<file path="config.mk">
export PLATFORM = sky130hd
export DESIGN_NAME = counter_array_watchdog_control
export DESIGN_NICKNAME = d
export VERILOG_FILES = /design/src/verilog/counter_array_pkg.sv /design/src/verilog/sticky_flag.sv /design/src/verilog/counter_tick_gen.sv /design/src/verilog/counter_array_watchdog_control.sv
export VERILOG_INCLUDE_DIRS = /design/src /design/src/verilog
export SDC_FILE = /design/constraint.sdc
export NUM_CORES = 1
export LEC_CHECK = 0
export ABC_AREA = 1
export BUFFER_PORTS_ARGS = -buffer_cell sky130_fd_sc_hd__buf_2
export CAP_MARGIN = 20
export CORE_MARGIN = 2
export CORE_UTILIZATION = 55
export CTS_CLUSTER_SIZE = 20
export DETAILED_ROUTE_END_ITERATION = 12
export GPL_ROUTABILITY_DRIVEN = 0
export PLACE_DENSITY_LB_ADDON = 0.05
export SYNTH_ARGS = -nofsm -noshare
export SYNTH_HDL_FRONTEND = slang
export SYNTH_SLANG_ARGS = --single-unit
</file>
<file path="constraint.sdc">
create_clock -name clk_sys_in -period 2.48 [get_ports clk_sys_in]
set_clock_uncertainty 0.15 [all_clocks]
set_input_delay 0.496 -clock clk_sys_in [delete_from_list [all_inputs] [get_ports clk_sys_in]]
set_output_delay 0.496 -clock clk_sys_in [all_outputs]
set_load 0.01 [all_outputs]
</file>
<file path="src/verilog/counter_array_defines.svh">
// Behaviour
// - Writing enable or lock bit enables watchdog
// - Lock set blocks disabling until reset
// - Unlocked, writing enable and lock zero disables watchdog
// - Clock select, idle-suspend frozen while enabled
// - Watchdog comes up enabled after reset
// - Reset selects divide-by-12, clears low, offset
// - Defaults give reset after 3072 system clocks
// - Wrap flag set on 0xFFFF to 0x0000
// - Flags cleared only by reset or software writing zero
// - Wrap flag requests interrupt when enabled
// - Five module flags, set by events, interrupt
// - Run bit starts and stops the counter while watchdog disabled
// - Control bit 5 reads zero, ignores writes
// - Control bit-addressable at 0xD8, resets zero
// - Mode register field layout and reset values
// - Low overflow with high match issues reset
// - Update write loads high plus offset
// - Clock select encodings for time base
// - Enabled watchdog freezes other mode bits except lock
`ifndef COUNTER_ARRAY_DEFINES_SVH
`define COUNTER_ARRAY_DEFINES_SVH

// ----------------------------------------
// Special-function addresses
// ----------------------------------------
`define ADDR_CONTROL      8'hD8
`define ADDR_MODE         8'hD9
`define ADDR_COUNT_LOW    8'hF9
`define ADDR_COUNT_HIGH   8'hFA
`define ADDR_WD_OFFSET    8'hFB
`define ADDR_WD_UPDATE    8'hFC
`define BIT_BASE_CONTROL  5'h1B

// ----------------------------------------
// Control register fields
// ----------------------------------------
`define CTL_WRAP          7
`define CTL_RUN           6
`define CTL_UNUSED        5
`define CTL_FLAG_HI       4
`define CTL_RESET         8'h00

// ----------------------------------------
// Mode register fields
// ----------------------------------------
`define MODE_IDLE         7
`define MODE_WD_EN        6
`define MODE_LOCK         5
`define MODE_UNUSED       4
`define MODE_SEL_HI       3
`define MODE_SEL_LO       1
`define MODE_WRAP_IE      0
`define MODE_RESET        8'h40

// ----------------------------------------
// Reset values and timing counts
// ----------------------------------------
`define COUNT_RESET       16'h0000
`define BYTE_RESET        8'h00
`define DIV_SLOW          12
`define DIV_FAST          4
`define DIV_EXT           8
`define WD_DEFAULT_TICKS  256
`define WD_DEFAULT_CYCLES (`WD_DEFAULT_TICKS * `DIV_SLOW)

`endif

</file>
<file path="src/verilog/counter_array_pkg.sv">
package counter_array_pkg;

  typedef enum logic [2:0] {
    SEL_DIV12   = 3'b000,
    SEL_DIV4    = 3'b001,
    SEL_TIMER0  = 3'b010,
    SEL_EXT_PIN = 3'b011,
    SEL_SYSTEM_CLOCK  = 3'b100,
    SEL_EXT_DIV = 3'b101
  } clock_select_type;

endpackage

</file>
<file path="src/verilog/sticky_flag.sv">
`timescale 1ns/1ps
`default_nettype none

module sticky_flag (
  input  wire logic clk_sys_in,   // System clock
  input  wire logic reset_in,     // Synchronous reset
  input  wire logic hw_set_in,    // Hardware event
  input  wire logic sw_write_in,  // Software write strobe
  input  wire logic sw_value_in,  // Software write value
  output logic      flag_out      // Sticky flag
);

  // Hardware set wins over a software clear in the same cycle
  always_ff @(posedge clk_sys_in) begin
    if (reset_in) begin
      flag_out <= 1'b0;
    end else if (hw_set_in) begin
      flag_out <= 1'b1;
    end else if (sw_write_in) begin
      flag_out <= sw_value_in;
    end
  end

endmodule

`default_nettype wire

</file>
<file path="src/verilog/counter_tick_gen.sv">
`timescale 1ns/1ps
`default_nettype none
`include "counter_array_defines.svh"

module counter_tick_gen (
  input  wire logic       clk_sys_in,     // System clock
  input  wire logic       reset_in,       // Synchronous reset
  input  wire logic [2:0] select_in,      // Time base select
  input  wire logic       timer0_ovf_in,  // Timer 0 overflow pulse
  input  wire logic       ext_pin_in,     // External count pin
  input  wire logic       ext_clk_in,     // External clock
  output logic            tick_out        // One-cycle count tick
);

  logic [3:0] div_count;
  logic [2:0] ext_count;
  logic       ext_pin_q;
  logic       ext_clk_q;
  logic       div_wrap;
  logic       next_tick;

  // Prescaler shared by both divided system-clock choices
  always_comb begin
    if (select_in == counter_array_pkg::SEL_DIV4) begin
      div_wrap = (div_count == 4'(`DIV_FAST - 1));
    end else begin
      div_wrap = (div_count == 4'(`DIV_SLOW - 1));
    end
  end

  always_ff @(posedge clk_sys_in) begin
    if (reset_in || div_wrap) begin
      div_count <= 4'h0;
    end else begin
      div_count <= div_count + 4'h1;
    end
  end

  always_ff @(posedge clk_sys_in) begin
    if (reset_in) begin
      ext_pin_q <= 1'b0;
      ext_clk_q <= 1'b0;
      ext_count <= 3'h0;
    end else begin
      ext_pin_q <= ext_pin_in;
      ext_clk_q <= ext_clk_in;
      if (ext_clk_in && !ext_clk_q) begin
        ext_count <= ext_count + 3'h1;
      end
    end
  end

  always_comb begin
    case (select_in)
      counter_array_pkg::SEL_DIV12:   next_tick = div_wrap;
      counter_array_pkg::SEL_DIV4:    next_tick = div_wrap;
      counter_array_pkg::SEL_TIMER0:  next_tick = timer0_ovf_in;
      counter_array_pkg::SEL_EXT_PIN: next_tick = ext_pin_q && !ext_pin_in;
      counter_array_pkg::SEL_SYSTEM_CLOCK:  next_tick = 1'b1;
      counter_array_pkg::SEL_EXT_DIV: next_tick = ext_clk_in && !ext_clk_q
                                                  && (ext_count == 3'(`DIV_EXT - 1));
      default:                        next_tick = 1'b0;
    endcase
  end

  always_ff @(posedge clk_sys_in) begin
    if (reset_in) begin
      tick_out <= 1'b0;
    end else begin
      tick_out <= next_tick;
    end
  end

endmodule

`default_nettype wire

</file>
<file path="src/verilog/counter_array_watchdog_control.sv">
`timescale 1ns/1ps
`default_nettype none
`include "counter_array_defines.svh"

module counter_array_watchdog_control #(
  parameter int MODULES = 5                           // Capture/compare modules
) (
  input  wire logic               clk_sys_in,         // System clock, 100 MHz
  input  wire logic               reset_in,           // Synchronous reset, high
  input  wire logic [7:0]         sfr_addr_in,        // Byte register address
  input  wire logic               sfr_write_in,       // Byte write strobe
  input  wire logic               sfr_read_in,        // Byte read strobe
  input  wire logic [7:0]         sfr_wdata_in,       // Byte write data
  input  wire logic [7:0]         bit_addr_in,        // Bit address
  input  wire logic               bit_write_in,       // Bit write strobe
  input  wire logic               bit_value_in,       // Bit write value
  input  wire logic [MODULES-1:0] module_event_in,    // Module match/capture pulses
  input  wire logic [MODULES-1:0] module_int_en_in,   // Module interrupt enables
  input  wire logic               cpu_idle_in,        // Processor in idle mode
  input  wire logic               timer0_ovf_in,      // Timer 0 overflow pulse
  input  wire logic               ext_pin_in,         // External count pin
  input  wire logic               ext_clk_in,         // External clock input
  output logic [7:0]              sfr_rdata_out,      // Read data, one cycle late
  output logic                    interrupt_out,      // Shared interrupt request
  output logic                    watchdog_reset_out, // Watchdog reset pulse
  output logic [15:0]             count_out           // Counter value
);

  // ----------------------------------------
  // Register state
  // ----------------------------------------
  logic               run_bit;
  logic               idle_suspend_bit;
  logic               watchdog_enable_bit;
  logic               watchdog_lock_bit;
  logic [2:0]         counter_clock_select;
  logic               wrap_interrupt_enable;
  logic [7:0]         counter_low_byte;
  logic [7:0]         counter_high_byte;
  logic [7:0]         watchdog_offset_register;
  logic [7:0]         watchdog_update_register;
  logic               counter_wrap_flag;
  logic [MODULES-1:0] module_event_flag;

  logic               tick;
  logic               count_enable;
  logic               low_overflow;
  logic               wrap_event;
  logic               wr_ctl_byte;
  logic               wr_ctl_any;
  logic [7:0]         ctl_wmask;
  logic [7:0]         ctl_wdata;
  logic               wr_mode;
  logic               wr_low;
  logic               wr_high;
  logic               wr_offset;
  logic               wr_update;
  logic               force_reset;
  logic               next_wd_reset;
  logic [7:0]         control_read;
  logic [7:0]         mode_read;
  logic [7:0]         next_rdata;

  // ----------------------------------------
  // Decode of byte and bit writes
  // ----------------------------------------
  assign wr_ctl_byte = sfr_write_in && (sfr_addr_in == `ADDR_CONTROL);
  assign wr_mode     = sfr_write_in && (sfr_addr_in == `ADDR_MODE);
  assign wr_low      = sfr_write_in && (sfr_addr_in == `ADDR_COUNT_LOW);
  assign wr_high     = sfr_write_in && (sfr_addr_in == `ADDR_COUNT_HIGH);
  assign wr_offset   = sfr_write_in && (sfr_addr_in == `ADDR_WD_OFFSET);
  assign wr_update   = sfr_write_in && (sfr_addr_in == `ADDR_WD_UPDATE);

  // Bit writes touch one control bit and leave the others alone
  always_comb begin
    ctl_wmask = 8'h00;
    ctl_wdata = sfr_wdata_in;
    if (wr_ctl_byte) begin
      ctl_wmask = 8'hFF;
    end else if (bit_write_in && (bit_addr_in[7:3] == `BIT_BASE_CONTROL)) begin
      ctl_wmask[bit_addr_in[2:0]] = 1'b1;
      ctl_wdata = {8{bit_value_in}};
    end
  end

  assign wr_ctl_any = |ctl_wmask;

  // ----------------------------------------
  // Control register: run bit
  // ----------------------------------------
  always_ff @(posedge clk_sys_in) begin
    if (reset_in) begin
      run_bit <= 1'b0;
    end else if (ctl_wmask[`CTL_RUN]) begin
      run_bit <= ctl_wdata[`CTL_RUN];
    end
  end

  // ----------------------------------------
  // Mode register
  // ----------------------------------------
  always_ff @(posedge clk_sys_in) begin
    if (reset_in) begin
      watchdog_enable_bit <= 1'(`MODE_RESET >> `MODE_WD_EN);
      watchdog_lock_bit   <= 1'b0;
    end else if (wr_mode) begin
      if (sfr_wdata_in[`MODE_WD_EN] || sfr_wdata_in[`MODE_LOCK]) begin
        watchdog_enable_bit <= 1'b1;
      end else if (!watchdog_lock_bit) begin
        watchdog_enable_bit <= 1'b0;
      end
      // Lock only sets; it falls again at the next reset
      if (sfr_wdata_in[`MODE_LOCK]) begin
        watchdog_lock_bit <= 1'b1;
      end
    end
  end

  // Time base, idle and interrupt enable follow the same freeze
  always_ff @(posedge clk_sys_in) begin
    if (reset_in) begin
      idle_suspend_bit      <= 1'b0;
      counter_clock_select  <= counter_array_pkg::SEL_DIV12;
      wrap_interrupt_enable <= 1'b0;
    end else if (wr_mode && !watchdog_enable_bit) begin
      idle_suspend_bit      <= sfr_wdata_in[`MODE_IDLE];
      counter_clock_select  <= sfr_wdata_in[`MODE_SEL_HI:`MODE_SEL_LO];
      wrap_interrupt_enable <= sfr_wdata_in[`MODE_WRAP_IE];
    end
  end

  // ----------------------------------------
  // Counter time base
  // ----------------------------------------
  counter_tick_gen u_tick (
    .clk_sys_in    (clk_sys_in),
    .reset_in      (reset_in),
    .select_in     (counter_clock_select),
    .timer0_ovf_in (timer0_ovf_in),
    .ext_pin_in    (ext_pin_in),
    .ext_clk_in    (ext_clk_in),
    .tick_out      (tick)
  );

  // Watchdog forces the counter on; idle suspend overrides both
  assign count_enable = (run_bit || watchdog_enable_bit)
                        && !(cpu_idle_in && idle_suspend_bit)
                        && tick;
  assign low_overflow = count_enable && (counter_low_byte == 8'hFF);
  assign wrap_event   = low_overflow && (counter_high_byte == 8'hFF);

  // ----------------------------------------
  // Counter bytes
  // ----------------------------------------
  // Software loads are locked out while the watchdog runs
  always_ff @(posedge clk_sys_in) begin
    if (reset_in) begin
      counter_low_byte <= `BYTE_RESET;
    end else if (wr_low && !watchdog_enable_bit) begin
      counter_low_byte <= sfr_wdata_in;
    end else if (count_enable) begin
      counter_low_byte <= counter_low_byte + 8'h01;
    end
  end

  always_ff @(posedge clk_sys_in) begin
    if (reset_in) begin
      counter_high_byte <= `BYTE_RESET;
    end else if (wr_high && !watchdog_enable_bit) begin
      counter_high_byte <= sfr_wdata_in;
    end else if (low_overflow) begin
      counter_high_byte <= counter_high_byte + 8'h01;
    end
  end

  always_ff @(posedge clk_sys_in) begin
    if (reset_in) begin
      count_out <= `COUNT_RESET;
    end else begin
      count_out <= {counter_high_byte, counter_low_byte};
    end
  end

  // ----------------------------------------
  // Watchdog offset and update
  // ----------------------------------------
  always_ff @(posedge clk_sys_in) begin
    if (reset_in) begin
      watchdog_offset_register <= `BYTE_RESET;
    end else if (wr_offset) begin
      watchdog_offset_register <= sfr_wdata_in;
    end
  end

  // Written data is ignored: any write is a refresh
  always_ff @(posedge clk_sys_in) begin
    if (reset_in) begin
      watchdog_update_register <= `BYTE_RESET;
    end else if (wr_update) begin
      watchdog_update_register <= counter_high_byte + watchdog_offset_register;
    end
  end

  // Writing one to module 4 flag while armed forces a reset
  assign force_reset = watchdog_enable_bit && ctl_wmask[`CTL_FLAG_HI]
                       && ctl_wdata[`CTL_FLAG_HI];

  // A refresh in the same cycle as the expiry loses to the expiry,
  // since the compare uses the value held before the write
  assign next_wd_reset = (watchdog_enable_bit && low_overflow
                          && (counter_high_byte == watchdog_update_register))
                         || force_reset;

  always_ff @(posedge clk_sys_in) begin
    if (reset_in) begin
      watchdog_reset_out <= 1'b0;
    end else begin
      watchdog_reset_out <= next_wd_reset;
    end
  end

  // ----------------------------------------
  // Sticky flags
  // ----------------------------------------
  sticky_flag u_wrap_flag (
    .clk_sys_in  (clk_sys_in),
    .reset_in    (reset_in),
    .hw_set_in   (wrap_event),
    .sw_write_in (ctl_wmask[`CTL_WRAP]),
    .sw_value_in (ctl_wdata[`CTL_WRAP]),
    .flag_out    (counter_wrap_flag)
  );

  genvar g;
  generate
    for (g = 0; g < MODULES; g = g + 1) begin : g_module_flag
      sticky_flag u_flag (
        .clk_sys_in  (clk_sys_in),
        .reset_in    (reset_in),
        .hw_set_in   (module_event_in[g]),
        .sw_write_in (ctl_wmask[g]),
        .sw_value_in (ctl_wdata[g]),
        .flag_out    (module_event_flag[g])
      );
    end
  endgenerate

  // ----------------------------------------
  // Shared interrupt request
  // ----------------------------------------
  always_ff @(posedge clk_sys_in) begin
    if (reset_in) begin
      interrupt_out <= 1'b0;
    end else begin
      interrupt_out <= (counter_wrap_flag && wrap_interrupt_enable)
                       || |(module_event_flag & module_int_en_in);
    end
  end

  // ----------------------------------------
  // Read path
  // ----------------------------------------
  always_comb begin
    control_read                 = 8'h00;
    control_read[MODULES-1:0]    = module_event_flag;
    control_read[`CTL_RUN]       = run_bit;
    control_read[`CTL_WRAP]      = counter_wrap_flag;
  end

  always_comb begin
    mode_read                            = 8'h00;
    mode_read[`MODE_IDLE]                = idle_suspend_bit;
    mode_read[`MODE_WD_EN]               = watchdog_enable_bit;
    mode_read[`MODE_LOCK]                = watchdog_lock_bit;
    mode_read[`MODE_SEL_HI:`MODE_SEL_LO] = counter_clock_select;
    mode_read[`MODE_WRAP_IE]             = wrap_interrupt_enable;
  end

  always_comb begin
    case (sfr_addr_in)
      `ADDR_CONTROL:    next_rdata = control_read;
      `ADDR_MODE:       next_rdata = mode_read;
      `ADDR_COUNT_LOW:  next_rdata = counter_low_byte;
      `ADDR_COUNT_HIGH: next_rdata = counter_high_byte;
      `ADDR_WD_OFFSET:  next_rdata = watchdog_offset_register;
      `ADDR_WD_UPDATE:  next_rdata = watchdog_update_register;
      default:          next_rdata = 8'h00;
    endcase
  end

  always_ff @(posedge clk_sys_in) begin
    if (reset_in) begin
      sfr_rdata_out <= 8'h00;
    end else if (sfr_read_in) begin
      sfr_rdata_out <= next_rdata;
    end
  end

  // is a software sequence; wr_ctl_any marks any control write, the run bit included
  logic unused_ok;
  assign unused_ok = wr_ctl_any;

endmodule

`default_nettype wire

</file>
==> flow_summary.json <==
{
  "path_clk_slew_ns": 0.09,
  "final_max_slew_viol_count": 0,
  "slowest_delay_ns": 0.41,
  "gr-usage-met2_pct": 44.82,
  "synth_edf_count": 0,
  "clockBufferDepth": 2,
  "whs_path_depth": 3,
  "cts_resized": 0,
  "r2r_end": "watchdog_update_register[6]$_SDFFE_PP0P_",
  "outcome": "finished clean",
  "grt_pass1_wl_um": 19600,
  "cts_max_level": 3,
  "cap_violations": 0,
  "layout.nets": 773,
  "cp-start-kind": "flip-flop",
  "cts_tree": "built",
  "synth_top_flop_cell": "dfxtp_1",
  "met3_usage_pct": 4.013,
  "syn_nets": 706,
  "ios": 70,
  "vias_per_cell": 5.386,
  "path_class": "reg -> reg",
  "die_y_um": 94.27,
  "cp_top_family": "adder cells",
  "p_leak_uw": 0.002420,
  "antenna_found_initial": 0,
  "min_from": "ext_clk_in",
  "rrSetupSlack_ns": 0.52,
  "core_um2": 7807,
  "port-buffer-count": 69,
  "holdPathEnd": "u_tick.ext_clk_q$_SDFF_PP0_",
  "peakVddDrop_mv": 0.2723,
  "grt_max_degree": 47,
  "holdWs_ns": 0.1901,
  "hp-class": "in -> reg",
  "drive_above_1_share_pct": 17.48,
  "dp_hpwl_um": 9056,
  "rsz0062_at_grt": "no",
  "final_core_util_pct": 64.76,
  "area.growth.synth_to_final_pct": 12.81,
  "wl_per_cell_um": 14.65,
  "grt.busiest_layer": "met2",
  "synth_cell_types": 34,
  "fin_crit_ns": 1.956,
  "ys_seq_area_share_pct": 36.63,
  "async_flop_share_pct": 0,
  "finalCritPeriodShare_pct": 78.87,
  "path_cells": "ha_1 > fa_1 > nand3_1 > nand2_1 > nand2_1 > nand2_1 > a21oi_1 > o21ai_1 > nand2_1 > inv_1",
  "grt_use_total_pct": 28.58,
  "rr_startpoint": "counter_high_byte[0]$_SDFFE_PP0P_",
  "numCtsBuffers": 9,
  "arrival_ns": 2.08,
  "first_pass_iters": 7,
  "start_util_pct": 57.40,
  "avgSynthCellArea_um2": 6.906,
  "finalSetupViolCount": 0,
  "crit_top_cell": "nand2_1",
  "synth_top_area_share_pct": 36.63,
  "grt_overflow": 0,
  "synthCells": 649,
  "power.density_nw_per_um2": 486.3,
  "synth_common_cells": "nand2_1 (110), inv_1 (91), dfxtp_1 (82), nor2_1 (81), nand3_1 (64)",
  "synth_top_area_cell": "dfxtp_1",
  "antenna_left": 0,
  "cpMaxStageDelayCell": "fa_1",
  "dr_total_vias": 4433,
  "diodes": 0,
  "post_cts_buffers": 0,
  "met1_usage_pct": 38.93,
  "ys_seq_elements": 82,
  "hold_violations": 0,
  "slew_headroom_pct": 70.58,
  "worst_pin_slew_ns": 0.4413,
  "setup_tns_ns": 0,
  "yosys_warnings": 0,
  "netlist_area_um2": 4482,
  "drt_iter0_drc": 288,
  "cts_hold_buffers": 0,
  "fmax_mhz": 511.2,
  "num_rows": 32,
  "synth_most_common_cell": "nand2_1",
  "synth_area_leaders": "dfxtp_1 (37%), nand2_1 (9.2%), inv_1 (7.6%), nand3_1 (7.1%), nor2_1 (6.8%)",
  "clk-insertion-delay-late_ns": 0.36,
  "dieArea_um2": 8887,
  "endpoint_kind": "flip-flop",
  "dpl.cell_count": 807,
  "drc": 0,
  "ctsRootBufferMaster": "clkbuf_8",
  "clock_sinks": 82,
  "reg2reg_depth": 10,
  "crit_buf_inv": 1,
  "final_cells": 823,
  "drt_wl_total_um": 12060,
  "crit_fanout": 7,
  "worstPathRequired_ns": 2.60,
  "grt_pass1_vias": 4055,
  "die_w_um": 94.27
}
==> worst reg2reg max path, stage by stage, from the launching register on <==
cell,delay [ns]
dfxtp_1,0.40
ha_1,0.27
fa_1,0.41
nand3_1,0.10
nand2_1,0.10
nand2_1,0.08
nand2_1,0.07
a21oi_1,0.12
o21ai_1,0.08
nand2_1,0.06
inv_1,0.04
==> state kept, by name (all words and copies together), names as in the netlist, 3 cells and up <==
name / flops
watchdog_update_register: 8
sfr_rdata_out: 8
u_tick.div_count: 4
counter_high_byte: 8
g_module_flag.u_flag.flag_out: 5
counter_clock_select: 3
counter_low_byte: 8
watchdog_offset_register: 8
u_tick.ext_count: 3
count_out: 16
==> cells in the final DEF (no fill, tap or decap), drive strengths merged, types with 3 or more instances in the layout <==
cell type	n
nor2	92
nand4	9
a31oi	3
dfxtp	82
o21ai	53
nor3	4
xor2	11
ha	12
nand2	122
a21oi	50
xnor2	4
clkbuf	10
o21bai	4
nand3	68
buf	72
o22ai	12
inv	103
==> power by group <==
part           internal, µW  switching, µW
logic                  68.8            120
registers              1340           16.7
clock network           377            538
==> kinds of logic after synthesis <==
group	synth area share, %
compound gates	14.63
flops	36.63
simple gates	31.35
xor+xnor	2.931
buf+inv	10.66
fa+ha+maj	3.797
==> layer usage <==
layer	vias to the layer above	share of wire [%]
li1	2235	-
met1	1978	46
met2	189	44
met3	31	7.3
met4	0	3.3
met5	-	0
==> worst max path at each step <==
| stage | start | endpoint | depth (start not counted) |
|---|---|---|---|
| floorplan | counter_high_byte[0]$_SDFFE_PP0P_ | watchdog_update_register[6]$_SDFFE_PP0P_ | 10 |
| global placement | sfr_addr_in[6] | watchdog_reset_out$_SDFF_PP0_ | 9 |
| detailed placement | sfr_addr_in[0] | watchdog_reset_out$_SDFF_PP0_ | 10 |
| CTS | counter_high_byte[0]$_SDFFE_PP0P_ | watchdog_update_register[6]$_SDFFE_PP0P_ | 10 |
| global route | counter_high_byte[0]$_SDFFE_PP0P_ | watchdog_update_register[6]$_SDFFE_PP0P_ | 10 |
| finish | counter_high_byte[0]$_SDFFE_PP0P_ | watchdog_update_register[6]$_SDFFE_PP0P_ | 10 |
==> metrics by stage <==
stage	setup WS [ns]	instance area [µm²]	power (µW)
final	0.5240	5056	2459
after floorplan	0.7412	4482	1484
after CTS	0.5570	5056	2461
after global placement	0.4473	4878	1566
after global routing	0.4406	5056	2541
after detailed placement	0.3467	4878	1573
==> cell type report <==
cell class,instances,area (µm²)
fillers,747,2751
multi-input cells,450,2362
flip-flops and latches,82,1642
inverters,101,379.1
repair buffers,72,367.9
clock buffers,10,127.6
well taps,102,127.6
clock inverters,6,50.05
No activity file was read; power rests on OpenSTA's default activity.
